## src/pssi_pkg.sv

```systemverilog
// Constants, types and states for the serial status and interrupt port.
// Assumes one 50 MHz clock. All pins reach the core through two-flop synchronisers.
//
// Overview of operation
// RULE_01: Serial slave accepts standard and fast mode transfers up to 400 kHz.
// RULE_02: Seven-bit slave address: upper six bits 100100, lowest bit from select pin.
// RULE_03: Reading an unimplemented register index returns FFh.
// RULE_04: Data line changes only while clock low, except start and stop.
// RULE_05: Device pulls data low for the whole ack clock after each received byte.
// RULE_06: Master supplies a ninth clock per byte for the acknowledge.
// RULE_07: Master leaves the ack slot of its last read byte undriven.
// RULE_08: After master not-acknowledge the device releases the data line.
// RULE_09: Charge status bits 7 and 6 show bus-powered and wall source valid.
// RULE_10: Charge bits: 5 thermal, 4 termination, 3-1 timer expiry, 0 battery temperature.
// RULE_11: Writing charge status bits 1-4 clear restarts the charger algorithm.
// RULE_12: Writes to charge status bit 0 and bits 5-7 have no effect.
// RULE_13: Any unmasked set charge status bit drives interrupt low.
// RULE_14: Regulator bits: 7 pushbutton, 6 cover pin low, 5 undervoltage, 4 reads 0.
// RULE_15: Regulator bits 3-0 flag rails out of regulation; disabled linear regulators read 0.
// RULE_16: Core good flag also reads 1 when low-power select set in low-power mode.
// RULE_17: Rising regulator status bit drives interrupt low unless masked.
// RULE_18: Charge mask resets to FFh; set bit blocks matching status bit.
// RULE_19: Regulator mask resets to FFh; set bit blocks matching status bit.
// RULE_20: Set ack bit removes its status from interrupt; output high when nothing pending.
// RULE_21: Ack bits clear when their status clears; ack registers read-only, reset 00h.
// RULE_22: Reading a set status bit sets its ack bit automatically.
// RULE_23: Charge bits 5,0 edge-set, clear when source low and acked; others follow level.
// RULE_24: Regulator bits 7-5 edge-set, clear when source low and acked; 3-0 follow level.
// RULE_25: Write is address, index, data; read sets index first then returns byte.
// RULE_26: Status byte is latched at read start so new events are not lost.
package pssi_pkg;

   localparam logic [5:0] ADDR_UPPER     = 6'h24;
   localparam int         SCL_MAX_KHZ    = 400;
   localparam int         MCLK_KHZ       = 50000;
   localparam int         SCL_HALF_CYC   = MCLK_KHZ / (2 * SCL_MAX_KHZ);

   localparam logic [7:0] IDX_CHG_STATUS = 8'h01;
   localparam logic [7:0] IDX_REG_STATUS = 8'h02;
   localparam logic [7:0] IDX_CHG_MASK   = 8'h03;
   localparam logic [7:0] IDX_REG_MASK   = 8'h04;
   localparam logic [7:0] IDX_CHG_ACK    = 8'h05;
   localparam logic [7:0] IDX_REG_ACK    = 8'h06;
   localparam logic [7:0] UNMAPPED_BYTE  = 8'hff;

   localparam logic [7:0] STATUS_RESET   = 8'h00;
   localparam logic [7:0] MASK_RESET     = 8'hff;
   localparam logic [7:0] ACK_RESET      = 8'h00;

   localparam logic [7:0] CHG_EDGE_BITS  = 8'h21;
   localparam logic [7:0] CHG_LEVEL_BITS = 8'hde;
   localparam logic [7:0] CHG_WR_BITS    = 8'h1e;
   localparam logic [7:0] REG_EDGE_BITS  = 8'he0;

   typedef enum logic [2:0] {
      ST_IDLE   = 3'b000,
      ST_RX     = 3'b001,
      ST_RX_ACK = 3'b010,
      ST_TX     = 3'b011,
      ST_TX_ACK = 3'b100
   } pssi_state_t;

   typedef enum logic [1:0] {
      K_ADDR  = 2'b00,
      K_INDEX = 2'b01,
      K_DATA  = 2'b10
   } pssi_kind_t;

   // Raw condition sources from the analogue side
   typedef struct packed {
      logic [7:0] chg;
      logic [7:0] regl;
      logic       first_linear_regulator_en;
      logic       second_linear_regulator_en;
      logic       core_lp_sel;
      logic       low_power;
   } pssi_src_t;

   typedef struct packed {
      logic scl;
      logic sda;
      logic addr_lsb;
   } pssi_pins_t;

endpackage : pssi_pkg

```

## src/pssi_status_irq.sv

```systemverilog
// Two-wire serial slave with charge and regulator status, masks, acks and interrupt.
// Assumes open-drain pins are resolved outside; the master owns the serial clock.
`timescale 1ns/1ps
module pssi_status_irq
   import pssi_pkg::*;
(
   input  wire logic      i_mclk,
   input  wire logic      i_srst,
   input  wire logic      i_scl,
   input  wire logic      i_sda,
   input  wire logic      i_addr_lsb_select,
   input  wire pssi_src_t i_src,
   output logic           o_sda_out,
   output logic           o_sda_oe,
   output logic           o_irq_n,
   output logic           o_charger_restart
);

   // ************************************************************
   // Pin synchronisers
   // ************************************************************
   pssi_pins_t  pin_lvl;
   pssi_pins_t  pin_rise;
   pssi_pins_t  pin_fall;
   pssi_src_t   src;
   pssi_src_t   src_rise;

   pssi_sync #(.W($bits(pssi_pins_t))) u_pin_sync (
      .i_mclk  (i_mclk),
      .i_srst  (i_srst),
      .i_async ({i_scl, i_sda, i_addr_lsb_select}),
      .o_level (pin_lvl),
      .o_rise  (pin_rise),
      .o_fall  (pin_fall)
   );

   pssi_sync #(.W($bits(pssi_src_t))) u_src_sync (
      .i_mclk  (i_mclk),
      .i_srst  (i_srst),
      .i_async (i_src),
      .o_level (src),
      .o_rise  (src_rise),
      .o_fall  ()
   );

   // ************************************************************
   // Registers
   // ************************************************************
   logic [7:0]  charge_status;
   logic [7:0]  regulator_status;
   logic [7:0]  charge_irq_mask;
   logic [7:0]  regulator_irq_mask;
   logic [7:0]  charge_irq_ack;
   logic [7:0]  regulator_irq_ack;

   pssi_state_t st;
   pssi_kind_t  kind;
   logic [3:0]  bit_cnt;
   logic [7:0]  shreg;
   logic [7:0]  idx;
   logic        rw;
   logic        nack_q;
   logic        sda_oe;

   logic        scl_rise;
   logic        scl_fall;
   logic        start_det;
   logic        stop_det;
   logic        byte_done;
   logic        addr_hit;
   logic        load_tx;
   logic        wr_stb;
   logic [7:0]  next_charge_status;
   logic [7:0]  next_regulator_status;
   logic [7:0]  reg_level;
   logic [7:0]  rd_set_chg;
   logic [7:0]  rd_set_reg;

   function automatic logic [7:0] rd_byte(input logic [7:0] i);
      case (i)
         IDX_CHG_STATUS: rd_byte = charge_status;
         IDX_REG_STATUS: rd_byte = regulator_status;
         IDX_CHG_MASK:   rd_byte = charge_irq_mask;
         IDX_REG_MASK:   rd_byte = regulator_irq_mask;
         IDX_CHG_ACK:    rd_byte = charge_irq_ack;
         IDX_REG_ACK:    rd_byte = regulator_irq_ack;
         default:        rd_byte = UNMAPPED_BYTE;   // RULE_03
      endcase
   endfunction : rd_byte

   // ************************************************************
   // Serial bit engine
   // ************************************************************
   // Edges sampled at 50 MHz leave over 60 cycles per half bit at 400 kHz
   assign scl_rise  = pin_rise.scl;                                      // RULE_01
   assign scl_fall  = pin_fall.scl;
   assign start_det = pin_fall.sda & pin_lvl.scl;
   assign stop_det  = pin_rise.sda & pin_lvl.scl;
   assign byte_done = (st == ST_RX) && scl_fall && (bit_cnt == 4'h8);
   assign addr_hit  = (shreg[7:1] == {ADDR_UPPER, pin_lvl.addr_lsb});   // RULE_02
   assign wr_stb    = byte_done && (kind == K_DATA);                     // RULE_25
   // Status byte is captured into the shifter at the ack clock fall after the read address and after each master ack
   assign load_tx   = ((st == ST_RX_ACK) && scl_fall && rw && (kind == K_ADDR))
                   || ((st == ST_TX_ACK) && scl_fall && !nack_q);        // RULE_26

   always_ff @(posedge i_mclk) begin
      if (i_srst) begin
         st      <= ST_IDLE;
         kind    <= K_ADDR;
         bit_cnt <= 4'h0;
         shreg   <= 8'h00;
         idx     <= 8'h00;
         rw      <= 1'b0;
         nack_q  <= 1'b1;
         sda_oe  <= 1'b0;
      end else if (start_det) begin
         st      <= ST_RX;
         kind    <= K_ADDR;
         bit_cnt <= 4'h0;
         sda_oe  <= 1'b0;
      end else if (stop_det) begin
         st      <= ST_IDLE;
         sda_oe  <= 1'b0;
      end else begin
         case (st)
            ST_RX: begin
               if (scl_rise && bit_cnt != 4'h8) begin
                  shreg   <= {shreg[6:0], pin_lvl.sda};
                  bit_cnt <= bit_cnt + 4'h1;
               end else if (byte_done) begin
                  if (kind == K_ADDR && !addr_hit) begin
                     st <= ST_IDLE;                                      // RULE_02
                  end else begin
                     if (kind == K_ADDR) begin
                        rw <= shreg[0];
                     end
                     if (kind == K_INDEX) begin
                        idx <= shreg;                                    // RULE_25
                     end
                     sda_oe <= 1'b1;                                     // RULE_05
                     st     <= ST_RX_ACK;
                  end
               end
            end
            ST_RX_ACK: begin
               // Held low through the ninth clock high phase; after its fall released, or kept low for a 0 first read bit
               if (scl_fall) begin                                       // RULE_06
                  if (load_tx) begin
                     shreg   <= rd_byte(idx);
                     sda_oe  <= ((rd_byte(idx) & 8'h80) == 8'h00);       // RULE_04
                     bit_cnt <= 4'h1;
                     st      <= ST_TX;
                  end else begin
                     sda_oe  <= 1'b0;
                     bit_cnt <= 4'h0;
                     kind    <= (kind == K_ADDR) ? K_INDEX : K_DATA;
                     st      <= ST_RX;
                  end
               end
            end
            ST_TX: begin
               if (scl_fall) begin
                  if (bit_cnt == 4'h8) begin
                     sda_oe <= 1'b0;
                     st     <= ST_TX_ACK;
                  end else begin
                     sda_oe  <= ~shreg[6];                               // RULE_04
                     shreg   <= {shreg[6:0], 1'b0};
                     bit_cnt <= bit_cnt + 4'h1;
                  end
               end
            end
            ST_TX_ACK: begin
               if (scl_rise) begin
                  nack_q <= pin_lvl.sda;                                 // RULE_07
               end else if (scl_fall) begin
                  if (nack_q) begin
                     st     <= ST_IDLE;                                  // RULE_08
                     sda_oe <= 1'b0;
                  end else begin
                     shreg   <= rd_byte(idx);
                     sda_oe  <= ((rd_byte(idx) & 8'h80) == 8'h00);
                     bit_cnt <= 4'h1;
                     st      <= ST_TX;
                  end
               end
            end
            default: begin
               st     <= ST_IDLE;
               sda_oe <= 1'b0;
            end
         endcase
      end
   end

   assign o_sda_out = 1'b0;
   assign o_sda_oe  = sda_oe;

   // ************************************************************
   // Status, acknowledge and mask registers
   // ************************************************************
   assign rd_set_chg = (load_tx && idx == IDX_CHG_STATUS) ? charge_status : 8'h00;     // RULE_22
   assign rd_set_reg = (load_tx && idx == IDX_REG_STATUS) ? regulator_status : 8'h00;  // RULE_22

   // Edge bits: a new rising edge wins over the acked-and-low clear
   assign next_charge_status = (src.chg & CHG_LEVEL_BITS)                              // RULE_09 RULE_10
                             | (CHG_EDGE_BITS & (src_rise.chg
                                | (charge_status & ~(~src.chg & charge_irq_ack))));     // RULE_23

   assign reg_level = {4'h0,
                       src.regl[3] & src.second_linear_regulator_en,                                        // RULE_15
                       src.regl[2] & src.first_linear_regulator_en,
                       src.regl[1],
                       src.regl[0] | (src.core_lp_sel & src.low_power)};                 // RULE_16

   assign next_regulator_status = reg_level                                             // RULE_14
                                | (REG_EDGE_BITS & (src_rise.regl
                                   | (regulator_status & ~(~src.regl & regulator_irq_ack))));  // RULE_24

   always_ff @(posedge i_mclk) begin
      if (i_srst) begin
         charge_status    <= STATUS_RESET;
         regulator_status <= STATUS_RESET;
      end else begin
         charge_status    <= next_charge_status;                                        // RULE_12
         regulator_status <= next_regulator_status;
      end
   end

   // Ack tracks the next status so it can never outlive its condition
   always_ff @(posedge i_mclk) begin
      if (i_srst) begin
         charge_irq_ack    <= ACK_RESET;
         regulator_irq_ack <= ACK_RESET;
      end else begin
         charge_irq_ack    <= (charge_irq_ack | rd_set_chg) & next_charge_status;      // RULE_21
         regulator_irq_ack <= (regulator_irq_ack | rd_set_reg) & next_regulator_status; // RULE_21
      end
   end

   always_ff @(posedge i_mclk) begin
      if (i_srst) begin
         charge_irq_mask    <= MASK_RESET;                                             // RULE_18
         regulator_irq_mask <= MASK_RESET;                                             // RULE_19
      end else if (wr_stb) begin
         if (idx == IDX_CHG_MASK) begin
            charge_irq_mask <= shreg;
         end
         if (idx == IDX_REG_MASK) begin
            regulator_irq_mask <= shreg;
         end
      end
   end

   // Timer and termination bits follow the charger, so clearing them means restarting it
   always_ff @(posedge i_mclk) begin
      if (i_srst) begin
         o_charger_restart <= 1'b0;
      end else begin
         o_charger_restart <= wr_stb && (idx == IDX_CHG_STATUS)
                           && (|(~shreg & charge_status & CHG_WR_BITS));               // RULE_11
      end
   end

   // ************************************************************
   // Interrupt output
   // ************************************************************
   always_ff @(posedge i_mclk) begin
      if (i_srst) begin
         o_irq_n <= 1'b1;
      end else begin
         o_irq_n <= ~(|(charge_status & ~charge_irq_mask & ~charge_irq_ack)            // RULE_13 RULE_20
                   | |(regulator_status & ~regulator_irq_mask & ~regulator_irq_ack));  // RULE_17
      end
   end
endmodule : pssi_status_irq

```

## src/pssi_sync.sv

```systemverilog
// Two-flop synchroniser with edge detection for a bundle of pin inputs.
// Assumes the inputs are asynchronous to i_mclk; edges come from flops two and three.
`timescale 1ns/1ps
module pssi_sync #(
   parameter int W = 1
) (
   input  wire logic         i_mclk,
   input  wire logic         i_srst,
   input  wire logic [W-1:0] i_async,
   output logic      [W-1:0] o_level,
   output logic      [W-1:0] o_rise,
   output logic      [W-1:0] o_fall
);

   logic [W-1:0] meta;
   logic [W-1:0] stab;
   logic [W-1:0] prev;

   // First stage is read only by the second stage
   always_ff @(posedge i_mclk) begin
      if (i_srst) begin
         meta <= '0;
         stab <= '0;
         prev <= '0;
      end else begin
         meta <= i_async;
         stab <= meta;
         prev <= stab;
      end
   end

   assign o_level = stab;
   assign o_rise  = stab & ~prev;
   assign o_fall  = ~stab & prev;

endmodule : pssi_sync
```

## config.mk

```make
export PLATFORM = sky130hd
export DESIGN_NAME = pssi_status_irq
export DESIGN_NICKNAME = d
export VERILOG_FILES = /design/src/pssi_pkg.sv /design/src/pssi_status_irq.sv /design/src/pssi_sync.sv
export SDC_FILE = /design/constraint.sdc
export NUM_CORES = 1
export LEC_CHECK = 0
export ABC_AREA = 1
export BUFFER_PORTS_ARGS = -buffer_cell sky130_fd_sc_hd__buf_4
export CAP_MARGIN = 15
export CORE_ASPECT_RATIO = 1.4
export CORE_MARGIN = 2
export CORE_UTILIZATION = 45
export DETAILED_ROUTE_END_ITERATION = 8
export GPL_ROUTABILITY_DRIVEN = 0
export PLACE_DENSITY_LB_ADDON = 0.08
export SLEW_MARGIN = 0
export SYNTH_ARGS = -nofsm -noshare
export SYNTH_HDL_FRONTEND = slang
export SYNTH_SLANG_ARGS = --single-unit
```

## constraint.sdc

```tcl
create_clock -name i_mclk -period 2.3 [get_ports i_mclk]
set_clock_uncertainty 0.15 [all_clocks]
set_input_delay 0.23 -clock i_mclk [delete_from_list [all_inputs] [get_ports i_mclk]]
set_output_delay 0.23 -clock i_mclk [all_outputs]
set_load 0.02 [all_outputs]
```

[Word level (Yosys, flattened, before mapping)]
Cells that the tools add are included.
Word-level totals
  register bits: 145
  output and inout bits: 4
  word-level logic and storage cells: 195
Cells by class
  add/subtract/negate cells: 1
  equality and inequality tests: 34
  muxes and demuxes: 54
  bitwise gates (word level): 46
  reductions and logical operators: 37
Operator list (count)
  8-bit 2-to-1 mux: 18
  8-bit AND: 8
  8-bit inverter: 6
  8-bit one-hot mux with 6 select lines: 1
  7-bit AND reduction: 5
  4-bit != test, second input constant: 8
  8-bit one-hot mux with 4 select lines: 1
  4-bit 2-to-1 mux: 7
  8-bit by 3-bit equality test with 1-bit output, second input constant: 3
  8-bit OR: 3
  2-bit != test, second input constant: 11
  3-bit 2-to-1 mux: 7
  18-bit AND: 1
  18-bit inverter: 1
  8-bit by 2-bit equality test with 1-bit output, second input constant: 2
  8-bit logical NOT: 2
  4-bit one-hot mux with 4 select lines: 1
  8-bit OR reduction: 2
  1-bit logical AND: 14
  1-bit 2-to-1 mux: 13
  6-bit AND: 2
  6-bit inverter: 2
  3-bit one-hot mux with 4 select lines: 1
  11-bit AND reduction: 1
  other kinds (32): 52

[Logic depth before layout (Yosys ltp)]
Gate-level depths: netlist of the first run.
  depth after elaboration: 16
  depth in mapped cells: 15

[Cells and area by module]
From an unflattened synthesis of the first run, not the netlist that was laid out.
Second synthesis, totals
  cell total of the unflattened synthesis: 815
  area total of the unflattened synthesis: 6104.6 µm²
By module, submodules not included
  pssi_status_irq: instances 1, cells each 531, area an instance 3856.2 µm²
  pssi_sync at u_src_sync: instances 1, cells each 247, area an instance 1955.6 µm²
  pssi_sync at u_pin_sync: instances 1, cells each 37, area an instance 292.8 µm²

[Least setup slack after synthesis of the first run]
OpenSTA, ideal clock, no wires.
  path kind: register to register
  start: reg bit_cnt[0]
  end: reg shreg[7]
  arrival time: 1.608 ns
  required time: 2.041 ns
  path slack: 0.433 ns
  cell stages (with the launch flop): 16
  buffers on the path: 1
  cells stage by stage: dfxtp_1 > inv_1 > ha_1 > nand3_1 > nand2_1 > nand2_1 > nand2_1 > nor2_2 > nand2_4 > inv_4 > nand3b_4 > buf_6 > nor2_2 > nand2_1 > nand2_1 > inv_1
Between the ends
  cells in the longest elaborated chain, start to end: 4
  elaborated cells on any way between the ends: 6
  classes of those cells: eq/ne (4); reduce/logical (2)
RTL lines
  start, declared: line pssi_status_irq.sv:58  | logic [3:0] bit_cnt;
  start signal, assigned: line pssi_status_irq.sv:129  | bit_cnt <= bit_cnt + 4'h1;
  start signal, assigned: line pssi_status_irq.sv:169  | bit_cnt <= bit_cnt + 4'h1;
  4-bit != test: line pssi_status_irq.sv:127  | if (scl_rise && bit_cnt != 4'h8) begin
  1-bit logical AND: line pssi_status_irq.sv:127
  2-bit by 1-bit != test with 1-bit output (no line)
  11-bit AND reduction (no line) (*)
  end signal, assigned: line pssi_status_irq.sv:128  | shreg <= {shreg[6:0], pin_lvl.sda};
  end signal, assigned: line pssi_status_irq.sv:149  | shreg <= rd_byte(idx);
  end signal, assigned: line pssi_status_irq.sv:168  | shreg <= {shreg[6:0], 1'b0};
  end, declared: line pssi_status_irq.sv:59  | logic [7:0] shreg;
Mark *: on every way between the ends. The rest lies on a longest branch, timed or not.
A chain may end at the register's enable or synchronous reset.

[Worst setup path after layout of the first run]
  start: reg bit_cnt[0]
  end: reg shreg[1]
Same word-level chain as after synthesis.

==> results of run 1 <==
power groups by stage:
stage	logic [mW]	registers (mW)	clock network (mW)
2_1_floorplan	1.08	2.42	0
3_3_place_gp	1.24	2.44	0
3_5_place_dp	1.28	2.44	0
4_1_cts	1.32	2.39	2.61
5_1_grt	1.57	2.41	2.71
6_report	1.38	2.40	2.57
layout make-up:
type / instances / area share
Clock buffer: 21 / 0.0726
Clock inverter: 11 / 0.0164
Inverter: 144 / 0.0845
Multi-Input combinational cell: 434 / 0.329
Sequential cell: 127 / 0.392
Tap cell: 144 / 0.0278
Timing Repair Buffer: 60 / 0.0780
repair_timing:
| item | 4_1_cts | 5_1_grt |
|---|---|---|
| hold buffers | 22 | 0 |
| hold endpoints to repair | 22 | 0 |
| gates resized for setup | 0 | 1 |
| setup endpoints to repair | 0 | 8 |
| setup buffers | 0 | 0 |
cell usage after synthesis, types with 3 or more instances:
master	count
a211oi_1	4
clkbuf_1	5
nor4_1	3
nor2_1	126
o211ai_1	17
inv_1	129
nand2_1	123
o21a_1	7
nor2_4	3
nor2_2	6
nand2_2	3
nand3_2	4
a21oi_1	30
dfxtp_1	127
nor3_1	11
buf_1	7
inv_2	13
nand4_1	6
o21ai_0	23
nand3_1	37
a21oi_2	7
flip-flops by register name (all words and copies together), names as in the netlist, 6 cells and up:
signal              flops
charge_status           8
regulator_irq_ack       7
u_src_sync.meta        19
charge_irq_mask         8
idx                     8
regulator_irq_mask      8
u_src_sync.prev         6
regulator_status        6
u_src_sync.o_level     19
shreg                   8
charge_irq_ack          8
stage by stage:
step                      cells  power [mW]  setup WS [ns]  utilization  hold WS (ns)
after CTS                   940        6.32          0.155        0.567        0.0554
after floorplan             720        3.50          0.433            -         0.163
final                       941        6.34          0.231        0.569        0.0470
after global routing        941        6.69         0.0537        0.569        0.0777
after detailed placement    886        3.72          0.163        0.497         0.245
after global placement      886        3.68          0.245        0.497         0.240
worst max-delay path, cell delays in order (launching register included):
cell      delay, ns
dfxtp_1        0.40
inv_1          0.07
ha_1           0.20
nand3_1        0.13
nand2_1        0.11
nand2_1        0.07
nand2_1        0.05
nor2_2         0.14
nand2_4        0.09
inv_4          0.12
nand3b_4       0.14
nor2_1         0.12
nand2_1        0.07
nand2_1        0.07
inv_1          0.03
per-layer routing:
| metal | share of wire | wire [um] |
|---|---|---|
| met5 | 0 | 0 |
| met4 | 0.031 | 374 |
| met3 | 0.040 | 490 |
| met2 | 0.50 | 6080 |
| met1 | 0.43 | 5270 |
cell families after synthesis:
logic type	count (synthesis)
simple gates	329
buf+inv	160
flops	127
compound gates	99
xor+xnor	2
fa+ha+maj	2
other cells	1
path summary, 6_finish.rpt:
check | from | to | cells after the start
worst min-delay path | i_srst | u_pin_sync.meta[1] | 2
worst max register to register | bit_cnt[0] | shreg[1] | 14
worst min register to register | u_src_sync.meta[3] | u_src_sync.o_level[3] | 2
worst max-delay path | bit_cnt[0] | shreg[1] | 14
==> reports/metrics.csv, run 1 <==
stage;metric;value;unit
run_status;status;complete, no violations;
worst_setup_path;cp_max_fo;8;
detailed_routing;drt-total-wl;12200;um
detailed_routing;dr.pass1.iters;5;
floorplanning;core;0.0114;mm^2
floorplanning;initial_core_util;0.463;
clocking;htreeDepth;4;
layout;multi_input_area;0.00213;mm^2
floorplanning;die_height;132;um
layout;diodes;0;
timing;post-route-min-period;2.07;ns
power;p_per_area;978;mW/mm^2
synthesis;synth_top_family_by_area;simple AND/OR/NAND/NOR gates;
timing;tns;0;ns
synthesis;synth-adder-area-share;0.00474;
timing;max_slew.worst_pin.slew;0.593;ns
timing;setup_viol;0;
clocking;clk_path_buf_depth;2;
detailed_routing;post_drt_wl_per_cell;13.0;um
layout;final_cell_area;0.00648;mm^2
synthesis;async_flop_share;0;
synthesis;yosys_warnings;0;
clocking;cts_tree;yes;
power;p_clk_frac;0.405;
clocking;cts_inserted_buffers;17;
synthesis;netlist_instances;720;
synthesis;synth_fp_nets;747;
timing;max_freq;483;MHz
global_routing;grt_use_met2;0.350;
synthesis;synthFlopType;dfxtp_1;
power;p_comb_frac;0.217;
floorplanning;rows;46;
placed_design;hpwl;8610;um
worst_setup_path;cp.arrival;2.23;ns
power;swShare;0.311;
power;seqPwrFrac;0.378;
run;maxCapViolCount;0;
synthesis;avgSynthCellArea;7.33;um^2
global_routing;use_met1;0.244;
worst_setup_path;cp-start-kind;flop;
timing;fin_crit_sh;0.899;
timing;slew_violations;0;
placed_design;io_buffers;26;
synthesis;yosysTopAreaCell;dfxtp_1;
layout;regArea;0.00254;mm^2
worst_setup_path;criticalPathCategory;flop to flop;
placed_design;placed_cell_area;0.00567;mm^2
clocking;clock-sinks;127;
power;netSwitchingPower;1.97;mW
global_routing;grtUsageTotal;0.209;
detailed_routing;viasPerCell;4.85;
floorplanning;chipWidth;95.5;um
global_routing;top_usage_layer;met2;
synthesis;ys_seq_area_frac;0.482;
clocking;clk_pin_slew_worst_paths;0.06;ns
worst_setup_path;end_kind;flop;
layout;layout_commonest_cell;inv_1;
layout;nNetsFinal;811;
power;p_leak;2.93;nW
synthesis;synth-simple-area-share;0.275;
clocking;clock_latency;0.41;ns
worst_setup_path;rrSetupSlack;0.23;ns
synthesis;syn_area;0.00528;mm^2
power;p_int;4.37;mW
synthesis;yosysUniqueCellTypes;42;
detailed_routing;ant_nets;0;
synthesis;netlist.area_leader.share;0.482;
floorplanning;dieArea;0.0126;mm^2
synthesis;synthTopCellsByArea;dfxtp_1 (48%), inv_1 (9.2%), nor2_1 (9.0%);
detailed_routing;route.detailed.drc;0;
layout;drive_above_1_share;0.143;
global_routing;grt_use_met3;0.0486;
global_routing;grt_antenna_before_repair;0;
clocking;root_buffer;clkbuf_16;
detailed_routing;drt_iter0_markers;255;
layout;syn_to_final_growth;22.9;%
synthesis;ys_ff_latch;127;
power;ir_drop;0.000497;V
global_routing;grt_pass1_wl;20400;um
synthesis;synth_compound_area_frac;0.116;
worst_setup_path;critPathRequiredTime;2.46;ns
global_routing;grt_start_max_net_pins;39;
timing;rsz0062_at_grt;no;
timing;hold_violations;0;
synthesis;synth.mux.area_fraction;0;
layout;fill_cells;1108;
timing;relSlewSlack;0.602;
min_path;hold_class;input port to flop;
layout;final_cell_mix;inv_1 (129), dfxtp_1 (127), nor2_1 (126), nand2_1 (123), buf_4 (38);
global_routing;overflow;0;
floorplanning;pin_count;29;
global_routing;grt_pass1_vias;4508;
synthesis;synth-xor-area-share;0.00332;
detailed_routing;num_vias;4564;
synthesis;synth_edf_count;0;
No activity file was read; power rests on OpenSTA's default activity.
==> run 2, diff against run 1 <==
Settings changed: PLACE_DENSITY set to 0.74, PLACE_DENSITY_LB_ADDON 0.08 to not set.
==> run 2 against run 1 <==
Net effect: routed wire length is 3.1% lower; hold slack worse by 0.0044 ns; setup slack got worse by 0.032 ns; via count up 0.92%; final area increased by 0.21%; clock power up 3%; core utilization up 0.12 points; global-route usage shrank 1.0 points.
==> reports/metrics.csv, run 2 (synthesis gave the netlist of run 1 again) <==
stage;metric;value;unit;change
run_status;status;complete, no violations;;unchanged
detailed_routing;dr.pass1.iters;5;;unchanged
global_routing;grt_pass1_wl;19600;um;was 20400 um
detailed_routing;ant_nets;0;;unchanged
timing;max_freq;476;MHz;was 483 MHz
detailed_routing;route.detailed.drc;0;;unchanged
timing;setup_viol;0;;unchanged
run;maxCapViolCount;0;;unchanged
clocking;htreeDepth;4;;unchanged
power;seqPwrFrac;0.373;;was 0.378
power;p_per_area;990;mW/mm^2;was 978 mW/mm^2
power;p_clk_frac;0.410;;was 0.405
worst_setup_path;rrSetupSlack;0.20;ns;was 0.23 ns
layout;stdcell_count;942;;was 941
min_path;hold_class;input port to flop;;unchanged
clocking;clock_latency;0.42;ns;was 0.41 ns
timing;tns;0;ns;unchanged
min_path;hold_depth;2;;unchanged
worst_setup_path;critPathRequiredTime;2.47;ns;was 2.46 ns
power;ir_drop;0.000573;V;was 0.000497 V
detailed_routing;drt-total-wl;11800;um;was 12200 um
clocking;clk_pin_slew_worst_paths;0.06;ns;about the same
floorplanning;initial_core_util;0.463;;unchanged
detailed_routing;route.layer.met1.wl;4840;um;was 5270 um
global_routing;grtUsageTotal;0.199;;was 0.209
global_routing;grt_antenna_before_repair;0;;unchanged
floorplanning;chipWidth;95.5;um;unchanged
layout;nNetsFinal;813;;was 811
clocking;cts_tree;yes;;unchanged
timing;fin_crit_sh;0.913;;was 0.899
worst_setup_path;cp-start-kind;flop;;unchanged
clocking;clock-sinks;127;;unchanged
floorplanning;dieArea;0.0126;mm^2;unchanged
floorplanning;pin_count;29;;unchanged
global_routing;grt_start_max_net_pins;39;;unchanged
global_routing;overflow;0;;unchanged
clocking;root_buffer;clkbuf_16;;unchanged
power;p_leak;2.94;nW;was 2.93 nW
worst_setup_path;cp_max_fo;8;;unchanged
timing;post-route-min-period;2.10;ns;was 2.07 ns
timing;rsz0062_at_grt;no;;unchanged
worst_setup_path;criticalPathCategory;flop to flop;;unchanged
global_routing;grt_pass1_vias;4293;;was 4508
worst_setup_path;cp.arrival;2.27;ns;was 2.23 ns
power;netSwitchingPower;2.00;mW;was 1.97 mW
placed_design;hpwl;7890;um;was 8610 um
detailed_routing;num_vias;4606;;was 4564
floorplanning;rows;46;;unchanged
layout;final_cell_mix;inv_1 (129), dfxtp_1 (127), nor2_1 (126), nand2_1 (123), buf_4 (40);;was inv_1 (129), dfxtp_1 (127), nor2_1 (126), nand2_1 (123), buf_4 (38)
timing;max_slew.worst_pin.slew;0.632;ns;was 0.593 ns
timing;slew_violations;0;;unchanged
floorplanning;die_height;132;um;unchanged
detailed_routing;met3WireLength;431;um;was 490 um
layout;syn_to_final_growth;23.2;%;was 22.9%
worst_setup_path;rr_worst_depth;14;;unchanged
clocking;clk_path_buf_depth;2;;unchanged
worst_setup_path;end_kind;flop;;unchanged
layout;layout_commonest_cell;inv_1;;unchanged
power;swShare;0.311;;about the same
placed_design;io_buffers;26;;unchanged
detailed_routing;post_drt_wl_per_cell;12.6;um;was 13.0 um
timing;hold_violations;0;;unchanged
power;p_int;4.43;mW;was 4.37 mW
detailed_routing;dr.max_layer_used;met4;;unchanged
placed_design;dp.cells;886;;unchanged
detailed_routing;drt_iter0_markers;226;;was 255
floorplanning;core;0.0114;mm^2;unchanged
detailed_routing;met2_length;6090;um;was 6080 um
layout;diodes;0;;unchanged
detailed_routing;viasPerCell;4.89;;was 4.85
timing;relSlewSlack;0.575;;was 0.602
power;p_comb_frac;0.216;;was 0.217
layout;drive_above_1_share;0.145;;was 0.143
clocking;cts_inserted_buffers;17;;unchanged
run 2: cell count changes in the layout (fill, tap and decap cells not counted), moves of 2 or more:
cell      previous run  this run
clkbuf_8             3         0
buf_4               38        40
clkinv_4             3         5
inv_6                3         5
run 2: power groups by stage:
stage / combinational [mW] / clock (mW) / sequential, mW
3_3_place_gp: 1.23 / 0 / 2.44
4_1_cts: 1.30 / 2.66 / 2.40
3_5_place_dp: 1.26 / 0 / 2.44
6_report: 1.39 / 2.64 / 2.40
5_1_grt: 1.56 / 2.75 / 2.41
2_1_floorplan: 1.08 / 0 / 2.42
run 2: metrics by stage:
step                      setup slack (ns)  hold WS, ns  utilization  power, mW  area [um^2]
after CTS                            0.168       0.0399        0.568       6.36         6470
after detailed placement             0.208        0.242        0.497       3.70         5670
after floorplan                      0.433        0.163            -       3.50         5280
after global routing                0.0281       0.0518        0.570       6.72         6500
final                                0.200       0.0426        0.570       6.43         6500
after global placement               0.266        0.239        0.497       3.68         5670
run 2: final timing paths:
check / to / startpoint
setup / recovery: shreg[7] / bit_cnt[0]
hold / removal: u_src_sync.meta[12] / i_srst
setup reg to reg: shreg[7] / bit_cnt[0]
hold reg to reg: u_pin_sync.o_level[1] / u_pin_sync.meta[1]
run 2: worst max-delay path: stages, from the launching register on:
cell      delay (ns)
dfxtp_1         0.38
inv_1           0.06
ha_1            0.19
nand3_1         0.13
nand2_1         0.10
nand2_1         0.07
nand2_1         0.06
nor2_2          0.14
nand2_4         0.09
inv_4           0.10
nand3b_2        0.23
nor2_2          0.14
nand2_1         0.05
nand2_1         0.06
inv_1           0.03
run 2: repair_timing:
action	CTS	global route
gates resized for setup	0	0
setup endpoints to repair	0	1
hold buffers	22	0
setup buffers	0	2
hold endpoints to repair	22	0
run 2: area by class of cell:
type	instances	area [um^2]
fill	1034	4900
sequential	127	2540
multi-input combinational	434	2120
inverter	144	548
timing repair buffer	62	520
clock buffer	17	425
tap	144	180
clock inverter	14	159
run 2: metal layers:
layer	global-route usage	up-vias
met5	0	-
met4	0.116	0
met3	0.0377	34
met2	0.333	126
met1	0.231	2069
li1	-	2377
==> run 3, diff against run 2 <==
Clock period 2.3 ns to 2.34 ns, I/O delays scaled along.
==> run 3 against run 2 <==
Net effect: clock-buffer cell count unchanged; cell count decreased by 0.53%; final area about the same; sequential cell count stayed put; core utilization hardly changed; non-clock buffer count is 5 lower; largest power group unchanged.
==> reports/metrics.csv, run 3 (synthesis gave the netlist of run 1 again) <==
stage;metric;value;unit;change
run_status;status;complete, no violations;;unchanged
floorplanning;core;0.0114;mm^2;unchanged
detailed_routing;ant_nets;0;;unchanged
worst_setup_path;end_kind;flop;;unchanged
worst_setup_path;rrSetupSlack;0.21;ns;was 0.20 ns
clocking;cts_inserted_buffers;17;;unchanged
timing;fin_ws;0.214;ns;was 0.200 ns
layout;nNetsFinal;808;;was 813
placed_design;hpwl;7840;um;was 7890 um
timing;setup_viol;0;;unchanged
timing;fin_crit_sh;0.908;;was 0.913
timing;max_freq;470;MHz;was 476 MHz
layout;syn_to_final_growth;23.1;%;was 23.2%
power;total_power;6.40;mW;was 6.43 mW
worst_setup_path;criticalPathCategory;flop to flop;;unchanged
power;ir_drop;0.000538;V;was 0.000573 V
power;seqPwrFrac;0.369;;was 0.373
clocking;clock_latency;0.42;ns;about the same
detailed_routing;drt-total-wl;11700;um;was 11800 um
layout;diodes;0;;unchanged
worst_setup_path;rr_worst_depth;13;;was 14
global_routing;grtUsageTotal;0.198;;was 0.199
worst_setup_path;startpoint;bit_cnt[0];;unchanged
detailed_routing;viasPerCell;4.88;;was 4.89
detailed_routing;num_vias;4570;;was 4606
worst_setup_path;reg2reg_to;shreg[1];;was shreg[7]
power;p_int;4.44;mW;was 4.43 mW
power;swShare;0.306;;was 0.311
floorplanning;rows;46;;unchanged
floorplanning;pin_count;29;;unchanged
global_routing;grt_pass1_wl;19600;um;about the same
floorplanning;dieArea;0.0126;mm^2;unchanged
global_routing;overflow;0;;unchanged
detailed_routing;route.detailed.drc;0;;unchanged
worst_setup_path;cp_max_fo;8;;unchanged
timing;hold_violations;0;;unchanged
floorplanning;die_height;132;um;unchanged
power;netSwitchingPower;1.96;mW;was 2.00 mW
run;maxCapViolCount;0;;unchanged
floorplanning;chipWidth;95.5;um;unchanged
timing;rsz0062_at_grt;no;;unchanged
detailed_routing;drt_iter0_markers;296;;was 226
detailed_routing;dr.pass1.iters;4;;was 5
power;p_clk_frac;0.420;;was 0.410
clocking;htreeDepth;4;;unchanged
clocking;clk_pin_slew_worst_paths;0.06;ns;about the same
power;p_leak;2.93;nW;was 2.94 nW
clocking;post_cts_resized;0;;unchanged
layout;final_cell_mix;inv_1 (129), dfxtp_1 (127), nor2_1 (126), nand2_1 (123), nand3_1 (37);;was inv_1 (129), dfxtp_1 (127), nor2_1 (126), nand2_1 (123), buf_4 (40)
power;p_per_area;985;mW/mm^2;was 990 mW/mm^2
timing;slew_violations;0;;unchanged
power;p_comb_frac;0.211;;was 0.216
floorplanning;initial_core_util;0.463;;unchanged
global_routing;grt_start_max_net_pins;42;;was 39
clocking;cts_tree;yes;;unchanged
worst_setup_path;endpoint;shreg[1];;was shreg[7]
layout;drive_above_1_share;0.140;;was 0.145
min_path;hold_class;input port to flop;;unchanged
timing;hold_slack;0.0581;ns;was 0.0426 ns
global_routing;grt_pass1_vias;4335;;was 4293
worst_setup_path;critPathRequiredTime;2.55;ns;was 2.47 ns
timing;relSlewSlack;0.577;;was 0.575
placed_design;dp_slack;0.258;ns;was 0.208 ns
worst_setup_path;cp.arrival;2.33;ns;was 2.27 ns
layout;layout_commonest_cell;inv_1;;unchanged
global_routing;grt_antenna_before_repair;0;;unchanged
timing;post-route-min-period;2.13;ns;was 2.10 ns
placed_design;io_buffers;26;;unchanged
worst_setup_path;r2r-start;bit_cnt[0];;unchanged
detailed_routing;post_drt_wl_per_cell;12.5;um;was 12.6 um
clocking;root_buffer;clkbuf_16;;unchanged
clocking;clk_path_buf_depth;2;;unchanged
timing;tns;0;ns;unchanged
timing;max_slew.worst_pin.slew;0.630;ns;was 0.632 ns
worst_setup_path;cp-start-kind;flop;;unchanged
clocking;clock-sinks;127;;unchanged
-- run 3: changes by cell type in the layout (fill, tap and decap cells not counted) --
cell / change
buf_4: -6
bufinv_16: +1
inv_8: +1
buf_12: +1
inv_6: -2
-- run 3: metrics by stage --
stage	cells	util	instance area [um^2]
6_report	937	0.570	6500
5_1_grt	937	0.570	6500
3_3_place_gp	882	0.496	5650
2_1_floorplan	720	-	5280
3_5_place_dp	882	0.496	5650
4_1_cts	935	0.568	6480
-- run 3: worst min path at each step --
stage	slack (ns)	start	endpoint	cells after the start
2_1_floorplan	0.17	i_srst	u_src_sync.prev[17]	1
3_3_place_gp	0.24	u_src_sync.meta[5]	u_src_sync.o_level[5]	2
3_5_place_dp	0.24	u_src_sync.meta[15]	u_src_sync.o_level[15]	2
4_1_cts	0.06	i_srst	u_src_sync.meta[12]	2
5_1_grt	0.07	i_srst	u_src_sync.prev[10]	2
6_report	0.06	i_srst	u_src_sync.o_level[17]	2
-- run 3: layout make-up --
type / count / area, um^2
clock buffers: 17 / 425
clock inverters: 14 / 183
well taps: 144 / 180
multi-input cells: 434 / 2120
flip-flops and latches: 127 / 2540
inverters: 144 / 548
fillers: 1020 / 4900
repair buffers: 57 / 495
-- run 3: critical path, stage by stage, from the launching register on --
cell and delay [ns]:
dfxtp_1 0.41, inv_1 0.07, ha_1 0.19, nand3_1 0.12
nand2_1 0.10, nand2_1 0.07, nand2_1 0.05, nor2_2 0.14
nand2_4 0.09, inv_4 0.10, nand3b_2 0.25, a21oi_2 0.20
nand2_1 0.07, inv_1 0.06
-- run 3: per-layer routing --
metal  routed length [um]  GRT usage  part of all wire
met1                 4810      0.227              0.41
met3                  541     0.0423             0.046
met5                    0          0                 0
met2                 5850      0.335              0.50
met4                  484      0.112             0.041
-- run 3: power groups by stage --
stage | clock (mW) | combinational, mW | sequential (mW)
2_1_floorplan | 0 | 1.06 | 2.38
3_3_place_gp | 0 | 1.21 | 2.40
3_5_place_dp | 0 | 1.24 | 2.40
4_1_cts | 2.72 | 1.28 | 2.36
5_1_grt | 2.82 | 1.53 | 2.37
6_report | 2.69 | 1.35 | 2.36
-- run 3: repair_timing --
| action | in CTS | in global routing |
|---|---|---|
| setup buffers | 0 | 1 |
| setup endpoints to repair | 0 | 1 |
| hold endpoints to repair | 22 | 0 |
| hold buffers | 22 | 0 |
